==> config.mk <==
export PLATFORM = sky130hd
export DESIGN_NAME = mic_input_path_control
export DESIGN_NICKNAME = d
export VERILOG_FILES = /design/src/inc/mic_path_pkg.sv /design/src/design/ctrl_reg.sv /design/src/design/zero_cross_sync.sv /design/src/design/mic_input_path_control.sv
export SDC_FILE = /design/constraint.sdc
export NUM_CORES = 1
export LEC_CHECK = 0
export ABC_CLOCK_PERIOD_IN_PS = 3400
export BUFFER_PORTS_ARGS = -buffer_cell sky130_fd_sc_hd__buf_2
export CAP_MARGIN = 20
export CORE_MARGIN = 1
export CORE_UTILIZATION = 48
export CTS_BUF_LIST = sky130_fd_sc_hd__clkbuf_8 sky130_fd_sc_hd__clkbuf_16
export DETAILED_ROUTE_END_ITERATION = 16
export PLACE_DENSITY_LB_ADDON = 0.08
export SETUP_SLACK_MARGIN = 0.2
export SLEW_MARGIN = 40
export SYNTH_ARGS = -nofsm -noshare
export SYNTH_HDL_FRONTEND = slang
export SYNTH_HIERARCHICAL = 1
export SYNTH_SLANG_ARGS = --single-unit
==> constraint.sdc <==
create_clock -name ref_clk -period 3.4 [get_ports ref_clk]
set_input_delay 0.85 -clock ref_clk [delete_from_list [all_inputs] [get_ports ref_clk]]
set_output_delay 0.85 -clock ref_clk [all_outputs]
set_load 0.02 [all_outputs]
==> src/inc/mic_path_pkg.sv <==
/*
 * Shared constants and types for the microphone input path control block:
 * register offsets, field positions, reset values, gain decoding steps and
 * the packed control word that drives the analogue front end.
 * Assumes a 7-bit register address and 9-bit register data, as carried by
 * the chip's control interface decoder.
 */
package mic_path_pkg;

    localparam int REG_ADDR_W = 7;
    localparam int REG_DATA_W = 9;
    localparam int REG_COUNT  = 6;

    ////////////////////////////////////////////////////////////////////////////
    // register offsets and table indices

    localparam logic [REG_ADDR_W-1:0] OFS_POWER_CONTROL_ONE     = 7'h01;
    localparam logic [REG_ADDR_W-1:0] OFS_POWER_CONTROL_TWO     = 7'h02;
    localparam logic [REG_ADDR_W-1:0] OFS_LEVEL_CONTROL_ONE     = 7'h20;
    localparam logic [REG_ADDR_W-1:0] OFS_INPUT_ROUTING_CONTROL = 7'h2C;
    localparam logic [REG_ADDR_W-1:0] OFS_INPUT_AMP_GAIN_CONTROL = 7'h2D;
    localparam logic [REG_ADDR_W-1:0] OFS_BOOST_STAGE_CONTROL   = 7'h2F;

    localparam int IDX_PWR1  = 0;
    localparam int IDX_PWR2  = 1;
    localparam int IDX_LVL1  = 2;
    localparam int IDX_ROUTE = 3;
    localparam int IDX_GAIN  = 4;
    localparam int IDX_BOOST = 5;

    ////////////////////////////////////////////////////////////////////////////
    // reset values

    localparam logic [REG_DATA_W-1:0] RST_POWER_CONTROL_ONE      = 9'h000;
    localparam logic [REG_DATA_W-1:0] RST_POWER_CONTROL_TWO      = 9'h000;
    localparam logic [REG_DATA_W-1:0] RST_LEVEL_CONTROL_ONE      = 9'h000;
    localparam logic [REG_DATA_W-1:0] RST_INPUT_ROUTING_CONTROL  = 9'h002;
    localparam logic [REG_DATA_W-1:0] RST_INPUT_AMP_GAIN_CONTROL = 9'h050;
    localparam logic [REG_DATA_W-1:0] RST_BOOST_STAGE_CONTROL    = 9'h000;

    localparam logic [REG_ADDR_W-1:0] REG_OFS [REG_COUNT] = '{
        OFS_POWER_CONTROL_ONE, OFS_POWER_CONTROL_TWO, OFS_LEVEL_CONTROL_ONE,
        OFS_INPUT_ROUTING_CONTROL, OFS_INPUT_AMP_GAIN_CONTROL, OFS_BOOST_STAGE_CONTROL};
    localparam logic [REG_DATA_W-1:0] REG_RST [REG_COUNT] = '{
        RST_POWER_CONTROL_ONE, RST_POWER_CONTROL_TWO, RST_LEVEL_CONTROL_ONE,
        RST_INPUT_ROUTING_CONTROL, RST_INPUT_AMP_GAIN_CONTROL, RST_BOOST_STAGE_CONTROL};

    ////////////////////////////////////////////////////////////////////////////
    // field positions

    localparam int POS_BIAS_OUTPUT_POWER     = 4;  // power_control_one
    localparam int POS_SECONDARY_AMP_POWER   = 6;  // power_control_one
    localparam int POS_INPUT_AMP_POWER       = 2;  // power_control_two
    localparam int POS_MIXER_STAGE_POWER     = 4;  // power_control_two
    localparam int POS_AUTO_LEVEL_SELECT     = 8;  // level_control_one
    localparam int POS_POSITIVE_PIN_ROUTE    = 0;  // input_routing_control
    localparam int POS_SECONDARY_AMP_CONFIG  = 3;  // input_routing_control
    localparam int POS_BIAS_LEVEL_SELECT     = 8;  // input_routing_control
    localparam int POS_GAIN_CODE_LSB         = 0;  // input_amp_gain_control
    localparam int POS_INPUT_AMP_SILENCE     = 6;  // input_amp_gain_control
    localparam int POS_GAIN_ZERO_CROSS       = 7;  // input_amp_gain_control
    localparam int POS_SECONDARY_GAIN_LSB    = 0;  // boost_stage_control
    localparam int POS_POSITIVE_GAIN_LSB     = 4;  // boost_stage_control
    localparam int POS_AMP_TO_MIXER_20DB     = 8;  // boost_stage_control

    localparam int GAIN_CODE_W  = 6;
    localparam int MIX_CODE_W   = 3;

    ////////////////////////////////////////////////////////////////////////////
    // gain decoding: amplifier in quarter dB, mixer paths in whole dB

    localparam int AMP_MIN_QDB  = -48;  // -12 dB at code 000000
    localparam int AMP_STEP_QDB = 3;    // 0.75 dB per code
    localparam int MIX_MIN_DB   = -12;  // at code 001
    localparam int MIX_STEP_DB  = 3;

    typedef struct packed {
        logic              input_amp_power;
        logic              positive_pin_route;
        logic [5:0]        input_amp_gain_code;
        logic signed [8:0] input_amp_gain_qdb;
        logic              input_amp_silence;
        logic              amp_mixer_link;
        logic              amp_to_mixer_20db;
        logic              secondary_amp_power;
        logic              secondary_amp_config;
        logic              input_resistor_bypass_switch;
        logic              mixer_stage_power;
        logic              secondary_link;
        logic signed [5:0] secondary_to_mixer_gain_db;
        logic              positive_link;
        logic signed [5:0] positive_pin_to_mixer_gain_db;
        logic              bias_output_power;
        logic              bias_level_select;
        logic              bias_high_z;
    } analog_ctrl_t;

endpackage

==> src/design/ctrl_reg.sv <==
/*
 * One writable control register with a reset value and a write strobe.
 * Assumes write strobe and data come from logic on the same clock.
 */
module ctrl_reg #(
    parameter int               WIDTH     = 9,
    parameter logic [WIDTH-1:0] RESET_VAL = '0
) (
    input  wire logic             ref_clk,  // system clock
    input  wire logic             reset_n,  // synchronous reset, active low
    input  wire logic             ce,       // clock enable
    input  wire logic             wr_en,    // write strobe
    input  wire logic [WIDTH-1:0] wr_data,  // write data
    output logic      [WIDTH-1:0] value     // stored value
);

    if (WIDTH < 1) begin : g_bad_width
        $error("ctrl_reg width must be at least one bit");
    end

    logic [WIDTH-1:0] value_q;
    logic [WIDTH-1:0] value_d;

    assign value_d = wr_en ? wr_data : value_q;
    assign value   = value_q;

    always_ff @(posedge ref_clk) begin
        if (!reset_n) begin
            value_q <= RESET_VAL;
        end else if (ce) begin
            value_q <= value_d;
        end
    end

endmodule

==> src/design/zero_cross_sync.sv <==
/*
 * Brings the analogue sign comparator into the clock domain and flags a
 * zero crossing as a one-cycle pulse on every change of sign.
 * Assumes the comparator output is asynchronous to ref_clk.
 */
module zero_cross_sync (
    input  wire logic ref_clk,    // system clock
    input  wire logic reset_n,    // synchronous reset, active low
    input  wire logic ce,         // clock enable
    input  wire logic sign_pin,   // asynchronous signal sign
    output logic      crossing    // one-cycle pulse on sign change
);

    logic meta_q;
    logic sync_q;
    logic last_q;

    // edge taken between second and third stage only
    assign crossing = ce && (sync_q != last_q);

    always_ff @(posedge ref_clk) begin
        if (!reset_n) begin
            meta_q <= 1'b0;
            sync_q <= 1'b0;
            last_q <= 1'b0;
        end else if (ce) begin
            meta_q <= sign_pin;
            sync_q <= meta_q;
            last_q <= sync_q;
        end
    end

endmodule

==> src/design/mic_input_path_control.sv <==
/*
 * Control registers of the microphone input front end: input amplifier
 * gain with zero-cross timed update, mute, manual or automatic level
 * control, secondary amplifier power and mode, mixer stage gains and power,
 * bias output power and level. Drives a registered control word to the
 * analogue section and offers register readback.
 * Assumes the control interface decoder writes and reads on ref_clk, the
 * level loop supplies its gain code on ref_clk, and the sign comparator is
 * asynchronous.
 */
// Functional notes
// gain code is linear, -12 dB at zero, 0.75 dB steps, resets to 0 dB code.
// one gain field serves negative pin, secondary amp, routed positive pin.
// software leaves the manual gain field alone while the level loop runs.
// select bit 8 hands gain to the level loop when set, resets clear.
// zero-cross bit 7 clear applies at once; set applies at next crossing.
// silence bit 6 resets high, mutes amplifier and cuts mixer link.
// power one bit 6 powers the secondary amplifier, resets off.
// secondary mode bit 3 clear is inverting buffer, set bypasses input resistor.
// boost bit 8 adds 20 dB to amplifier path in mixer, resets clear.
// secondary-to-mixer code zero disconnects; others -12 to +6 dB, 3 dB steps.
// positive-pin-to-mixer code zero disconnects; 001 is -12 dB, 3 dB steps.
// software clears positive pin route before using direct mixer path.
// power two bit 4 powers the mixer stage, resets off.
// routing bit 8 selects bias 0.9 or 0.65 of supply, resets clear.
// power one bit 4 enables bias output, else high impedance; resets off.
// mixer sums amplifier, secondary amp and positive pin, each own gain.
// routing bit 0 ties amplifier plus input to positive pin, else midrail.
// power two bit 2 enables the input amplifier, resets off.
// all control registers nine bits, writable, reset to defaults, hold.
module mic_input_path_control (
    input  wire logic                               ref_clk,        // system clock, 200 MHz
    input  wire logic                               reset_n,        // synchronous reset, active low
    input  wire logic                               ce,             // clock enable, freezes state
    input  wire logic                               reg_wr_en,      // register write strobe
    input  wire logic [mic_path_pkg::REG_ADDR_W-1:0] reg_wr_addr,   // write address
    input  wire logic [mic_path_pkg::REG_DATA_W-1:0] reg_wr_data,   // write data
    input  wire logic [mic_path_pkg::REG_ADDR_W-1:0] reg_rd_addr,   // read address
    output logic      [mic_path_pkg::REG_DATA_W-1:0] reg_rd_data,   // read data, one cycle late
    input  wire logic                               sign_pin,       // async signal sign comparator
    input  wire logic [5:0]                         auto_gain_code, // gain from level loop
    output logic                                    gain_pending,   // zero-cross update waiting
    output mic_path_pkg::analog_ctrl_t              ctrl            // analogue control word
);
    import mic_path_pkg::*;

    ////////////////////////////////////////////////////////////////////////////
    // register file

    logic [REG_COUNT-1:0]  wr_sel;
    logic [REG_DATA_W-1:0] reg_val [REG_COUNT];

    for (genvar i = 0; i < REG_COUNT; i++) begin : g_reg
        assign wr_sel[i] = ce && reg_wr_en && (reg_wr_addr == REG_OFS[i]);
        ctrl_reg #(
            .WIDTH     (REG_DATA_W),
            .RESET_VAL (REG_RST[i])
        ) u_reg (
            .ref_clk (ref_clk),
            .reset_n (reset_n),
            .ce      (ce),
            .wr_en   (wr_sel[i]),
            .wr_data (reg_wr_data),
            .value   (reg_val[i])
        );
    end

    ////////////////////////////////////////////////////////////////////////////
    // field extraction

    wire                   f_bias_power   = reg_val[IDX_PWR1][POS_BIAS_OUTPUT_POWER];
    wire                   f_sec_power    = reg_val[IDX_PWR1][POS_SECONDARY_AMP_POWER];
    wire                   f_amp_power    = reg_val[IDX_PWR2][POS_INPUT_AMP_POWER];
    wire                   f_mixer_power  = reg_val[IDX_PWR2][POS_MIXER_STAGE_POWER];
    wire                   f_auto_select  = reg_val[IDX_LVL1][POS_AUTO_LEVEL_SELECT];
    wire                   f_pos_route    = reg_val[IDX_ROUTE][POS_POSITIVE_PIN_ROUTE];
    wire                   f_sec_config   = reg_val[IDX_ROUTE][POS_SECONDARY_AMP_CONFIG];
    wire                   f_bias_level   = reg_val[IDX_ROUTE][POS_BIAS_LEVEL_SELECT];
    wire [GAIN_CODE_W-1:0] f_gain_code    = reg_val[IDX_GAIN][POS_GAIN_CODE_LSB +: GAIN_CODE_W];
    wire                   f_silence      = reg_val[IDX_GAIN][POS_INPUT_AMP_SILENCE];
    wire                   f_zero_cross   = reg_val[IDX_GAIN][POS_GAIN_ZERO_CROSS];
    wire [MIX_CODE_W-1:0]  f_sec_mix_code = reg_val[IDX_BOOST][POS_SECONDARY_GAIN_LSB +: MIX_CODE_W];
    wire [MIX_CODE_W-1:0]  f_pos_mix_code = reg_val[IDX_BOOST][POS_POSITIVE_GAIN_LSB +: MIX_CODE_W];
    wire                   f_boost_20db   = reg_val[IDX_BOOST][POS_AMP_TO_MIXER_20DB];

    ////////////////////////////////////////////////////////////////////////////
    // gain decoding

    function automatic logic signed [8:0] amp_qdb(input logic [GAIN_CODE_W-1:0] code);
        amp_qdb = 9'(AMP_MIN_QDB + AMP_STEP_QDB * int'(code));
    endfunction

    function automatic logic signed [5:0] mix_db(input logic [MIX_CODE_W-1:0] code);
        mix_db = (code == '0) ? 6'sh00 : 6'(MIX_MIN_DB + MIX_STEP_DB * (int'(code) - 1));
    endfunction

    ////////////////////////////////////////////////////////////////////////////
    // zero-cross timed gain update

    logic                   crossing;
    logic                   pending_q;
    logic                   pending_d;
    logic [GAIN_CODE_W-1:0] applied_q;
    logic [GAIN_CODE_W-1:0] applied_d;
    logic [GAIN_CODE_W-1:0] eff_code;

    zero_cross_sync u_zc (
        .ref_clk  (ref_clk),
        .reset_n  (reset_n),
        .ce       (ce),
        .sign_pin (sign_pin),
        .crossing (crossing)
    );

    wire gain_write  = wr_sel[IDX_GAIN];
    wire arm_write   = gain_write && reg_wr_data[POS_GAIN_ZERO_CROSS];
    wire apply_cross = pending_q && crossing && !gain_write;

    // a write setting bit 7 in the crossing cycle re-arms and waits for the next crossing
    assign pending_d = arm_write ? 1'b1 :
                       (apply_cross || !f_zero_cross) ? 1'b0 : pending_q;
    assign applied_d = (!f_zero_cross || apply_cross) ? f_gain_code : applied_q;

    // level loop owns the gain when selected
    assign eff_code = f_auto_select ? auto_gain_code : applied_q;

    always_ff @(posedge ref_clk) begin
        if (!reset_n) begin
            pending_q <= 1'b0;
            applied_q <= RST_INPUT_AMP_GAIN_CONTROL[POS_GAIN_CODE_LSB +: GAIN_CODE_W];
        end else if (ce) begin
            pending_q <= pending_d;
            applied_q <= applied_d;
        end
    end

    assign gain_pending = pending_q;

    ////////////////////////////////////////////////////////////////////////////
    // analogue control word

    analog_ctrl_t ctrl_d;
    analog_ctrl_t ctrl_q;

    // reset word matches the register defaults, never an all-zero word
    localparam logic [GAIN_CODE_W-1:0] RST_CODE = RST_INPUT_AMP_GAIN_CONTROL[POS_GAIN_CODE_LSB +: GAIN_CODE_W];
    localparam analog_ctrl_t CTRL_RST = '{
        input_amp_gain_code: RST_CODE,
        input_amp_gain_qdb:  amp_qdb(RST_CODE),
        input_amp_silence:   RST_INPUT_AMP_GAIN_CONTROL[POS_INPUT_AMP_SILENCE],
        bias_high_z:         !RST_POWER_CONTROL_ONE[POS_BIAS_OUTPUT_POWER],
        default:             '0};

    always_comb begin
        ctrl_d                               = '0;
        ctrl_d.input_amp_power               = f_amp_power;
        ctrl_d.positive_pin_route            = f_pos_route;
        ctrl_d.input_amp_gain_code           = eff_code;
        ctrl_d.input_amp_gain_qdb            = amp_qdb(eff_code);
        ctrl_d.input_amp_silence             = f_silence;
        ctrl_d.amp_mixer_link                = !f_silence;
        ctrl_d.amp_to_mixer_20db             = f_boost_20db;
        ctrl_d.secondary_amp_power           = f_sec_power;
        ctrl_d.secondary_amp_config          = f_sec_config;
        ctrl_d.input_resistor_bypass_switch  = f_sec_config;
        ctrl_d.mixer_stage_power             = f_mixer_power;
        ctrl_d.secondary_link                = (f_sec_mix_code != '0);
        ctrl_d.secondary_to_mixer_gain_db    = mix_db(f_sec_mix_code);
        ctrl_d.positive_link                 = (f_pos_mix_code != '0);
        ctrl_d.positive_pin_to_mixer_gain_db = mix_db(f_pos_mix_code);
        ctrl_d.bias_output_power             = f_bias_power;
        ctrl_d.bias_level_select             = f_bias_level;
        ctrl_d.bias_high_z                   = !f_bias_power;
    end

    always_ff @(posedge ref_clk) begin
        if (!reset_n) begin
            ctrl_q <= CTRL_RST;
        end else if (ce) begin
            ctrl_q <= ctrl_d;
        end
    end

    assign ctrl = ctrl_q;

    ////////////////////////////////////////////////////////////////////////////
    // register readback, unmapped addresses read zero

    logic [REG_DATA_W-1:0] rd_d;
    logic [REG_DATA_W-1:0] rd_q;

    always_comb begin
        rd_d = '0;
        for (int i = 0; i < REG_COUNT; i++) begin
            if (reg_rd_addr == REG_OFS[i]) begin
                rd_d = reg_val[i];
            end
        end
    end

    always_ff @(posedge ref_clk) begin
        if (!reset_n) begin
            rd_q <= '0;
        end else if (ce) begin
            rd_q <= rd_d;
        end
    end

    assign reg_rd_data = rd_q;
endmodule

==> impl_metrics.env <==
export IMPL_p_leak_uw=0.00275
export IMPL_cts_repair_resized=0
export IMPL_drtAntennaViolNets=0
export IMPL_path_class="in -> reg"
export IMPL_fin_worst_hold_slack_ps=448
export IMPL_numCtsBuffers=9
export IMPL_worstSkewPairLatency_ps=350
export IMPL_status="finished clean"
export IMPL_cts_htree_levels=3
export IMPL_dr_pass1_iters=5
export IMPL_wl_per_cell_um=17.0
export IMPL_nFillCells=1123
export IMPL_worstMarginPinSlew_ps=839
export IMPL_syn_inst=676
export IMPL_core_area_um2=12300
export IMPL_grt_pass1_wl_um=24400
export IMPL_ir_worst_vdd_mv=0.321
export IMPL_fin_total_pwr_uw=2530
export IMPL_dp_slack_ps=158
export IMPL_io_pins=85
export IMPL_hold_buffers=0
export IMPL_synth_seq_area_share_pct=36.5
export IMPL_grt_pass1_vias=4571
export IMPL_area_growth_pct=10.5
export IMPL_relSlewSlack_pct=43.9
export IMPL_dieWidth_um=115
export IMPL_cts_sinks=112
export IMPL_cap_violations=0
export IMPL_tns_ps=0
export IMPL_critPathCaptureType="flop"
export IMPL_dieArea_um2=13300
export IMPL_cts_buffer_depth=2
export IMPL_routed_wl_um=15300
export IMPL_crit_chain="buf_2, mux2_2, ha_1, fa_1, a21oi_1, o21ai_1, xnor2_1, ha_1, xnor3_1, a21oi_1"
export IMPL_hold_violations=0
export IMPL_post_cts_setup_buffer_count=0
export IMPL_route_detailed_drc=0
export IMPL_synth_avg_cell_area_um2=9.08
export IMPL_synthDistinctLibCells=65
export IMPL_synth_edf_count=0
export IMPL_power_density_nw_per_um2=373
export IMPL_ys_flop_type="dfxtp_1"
export IMPL_drive_above_1_share_pct=24.5
export IMPL_most_common_layout_cells="dfxtp_1, buf_2, nand2_1"
export IMPL_dr_total_vias=5048
export IMPL_async_reset_ff_share_pct=0
export IMPL_diodes=0
export IMPL_setup_ws_ps=527
export IMPL_worstSetupStartpointType="primary input"
export IMPL_slowest_stage="fa_1"
export IMPL_cp_arrival_ps=3160
export IMPL_finalCriticalPeriod_ps=2870
export IMPL_initial_core_util_pct=50.1
export IMPL_clk_pin_slew_worst_paths_ps=70
export IMPL_largest_reg_flops=54
export IMPL_layout_commonest_cell="dfxtp_1"
export IMPL_gr_usage_all_layers_pct=24.1
export IMPL_synth_area_um2=6140
export IMPL_worstPathMaxFanout=5
export IMPL_cts_root_buf="clkbuf_16"
export IMPL_grt_max_degree=134
export IMPL_cp_data_required_time_ps=3690
export IMPL_synth_net_count=739
export IMPL_setup_viol=0
export IMPL_clock_skew_ps=6.34
export IMPL_period_share_pct=84.5
export IMPL_antenna_found_initial=0
export IMPL_std_cell_rows=40
export IMPL_max_freq_ghz=0.348
export IMPL_grt_ovfl_total=0
export IMPL_rsz0062_at_grt="false"
export IMPL_die_h_um=115
export IMPL_globalplace_congestion=0.882
export IMPL_synth_ff_latch_count=112
export IMPL_ys_warn_count=6
export IMPL_final_util_pct=55.4
export IMPL_nets=789
export IMPL_via_per_inst=5.62
export IMPL_io_buffers=84
export IMPL_slew_violations=0
export IMPL_slowest_delay_ps=470
export IMPL_dpl_hpwl_um=10600
export IMPL_tritoncts="done"
export IMPL_hold_path_class="reg -> reg"
export IMPL_drtIter0Drc=543
## logic make-up (layout without fill, tap and decap cells)
kind of cell               count (synthesis)  count (layout)  synth area share (%)
AOI/OAI and AO/OA                        157             157                  19.8
DFF                                      112             112                  36.5
xor gates and xnor gates                  10              10                  1.65
muxes                                     31              31                  5.36
and+or+nand+nor                          239             239                  21.5
adders and majority gates                 29              29                  6.52
buffers and inverters                     98             153                  8.62
## worst max-delay path: cells and delay by family
| family | cells | cell delay [ps] |
|---|---|---|
| xor+xnor | 2 | 560 |
| fa+ha+maj | 3 | 910 |
| buf+inv | 1 | 90 |
| compound gates | 3 | 440 |
| mux | 1 | 310 |
## through the flow
step | instances | instance area, um^2
after floorplan | 676 | 6140
after global placement | 883 | 6500
after detailed placement | 883 | 6500
after CTS | 899 | 6790
after global routing | 899 | 6790
final | 899 | 6790
## synth_stat cells (all sizes together) (9+ instances only)
cell | instances | area, um^2
dfxtp | 112 | 2240
nand2 | 74 | 278
o21ai | 67 | 538
nand4 | 53 | 332
inv | 44 | 165
buf | 40 | 310
nor2b | 29 | 181
mux2i | 26 | 273
ha | 24 | 300
and2 | 22 | 154
clkbuf | 14 | 53.8
o22ai | 14 | 87.6
a21boi | 12 | 90.1
a21oi | 12 | 63.8
nand2b | 11 | 68.8
nand3 | 10 | 50.1
nor3 | 10 | 50.1
nor2 | 9 | 41.3
## final timing paths
check	slack, ps	from	cells after the start	end
hold reg to reg	450	ctrl[22]	1	ctrl[22]
setup / recovery	530	auto_gain_code[1]	10	ctrl[30]
hold / removal	450	ctrl[22]	1	ctrl[22]
setup reg to reg	560	g_reg[2].u_reg/value[8]	9	ctrl[30]
## metal layers
| layer | GRT usage (%) | vias to the layer above | share of wire (%) |
|---|---|---|---|
| met5 | 0 | - | 0 |
| met4 | 8.66 | 0 | 2.7 |
| met3 | 5.54 | 19 | 6.3 |
| met2 | 37.1 | 156 | 45 |
| met1 | 32.9 | 2391 | 46 |
| li1 | - | 2482 | - |
## layout make-up
cell class	count	area [um^2]	area share, %
clock inverters	7	57.6	0.848
inverters	44	165	2.43
multi-input cells	466	3370	49.6
well taps	168	210	3.10
clock buffers	9	225	3.32
repair buffers	93	518	7.63
flip-flops and latches	112	2240	33.0
## report_power, final
group / switching, uW / total [uW] / internal [uW] / leakage [uW]
Clock: 469 / 1030 / 560 / 0.000150
Combinational: 124 / 180 / 55.6 / 0.00169
Sequential: 3.90 / 1320 / 1320 / 0.000904
Total: 597 / 2530 / 1930 / 0.00275
(Power assumes the default switching activity.)
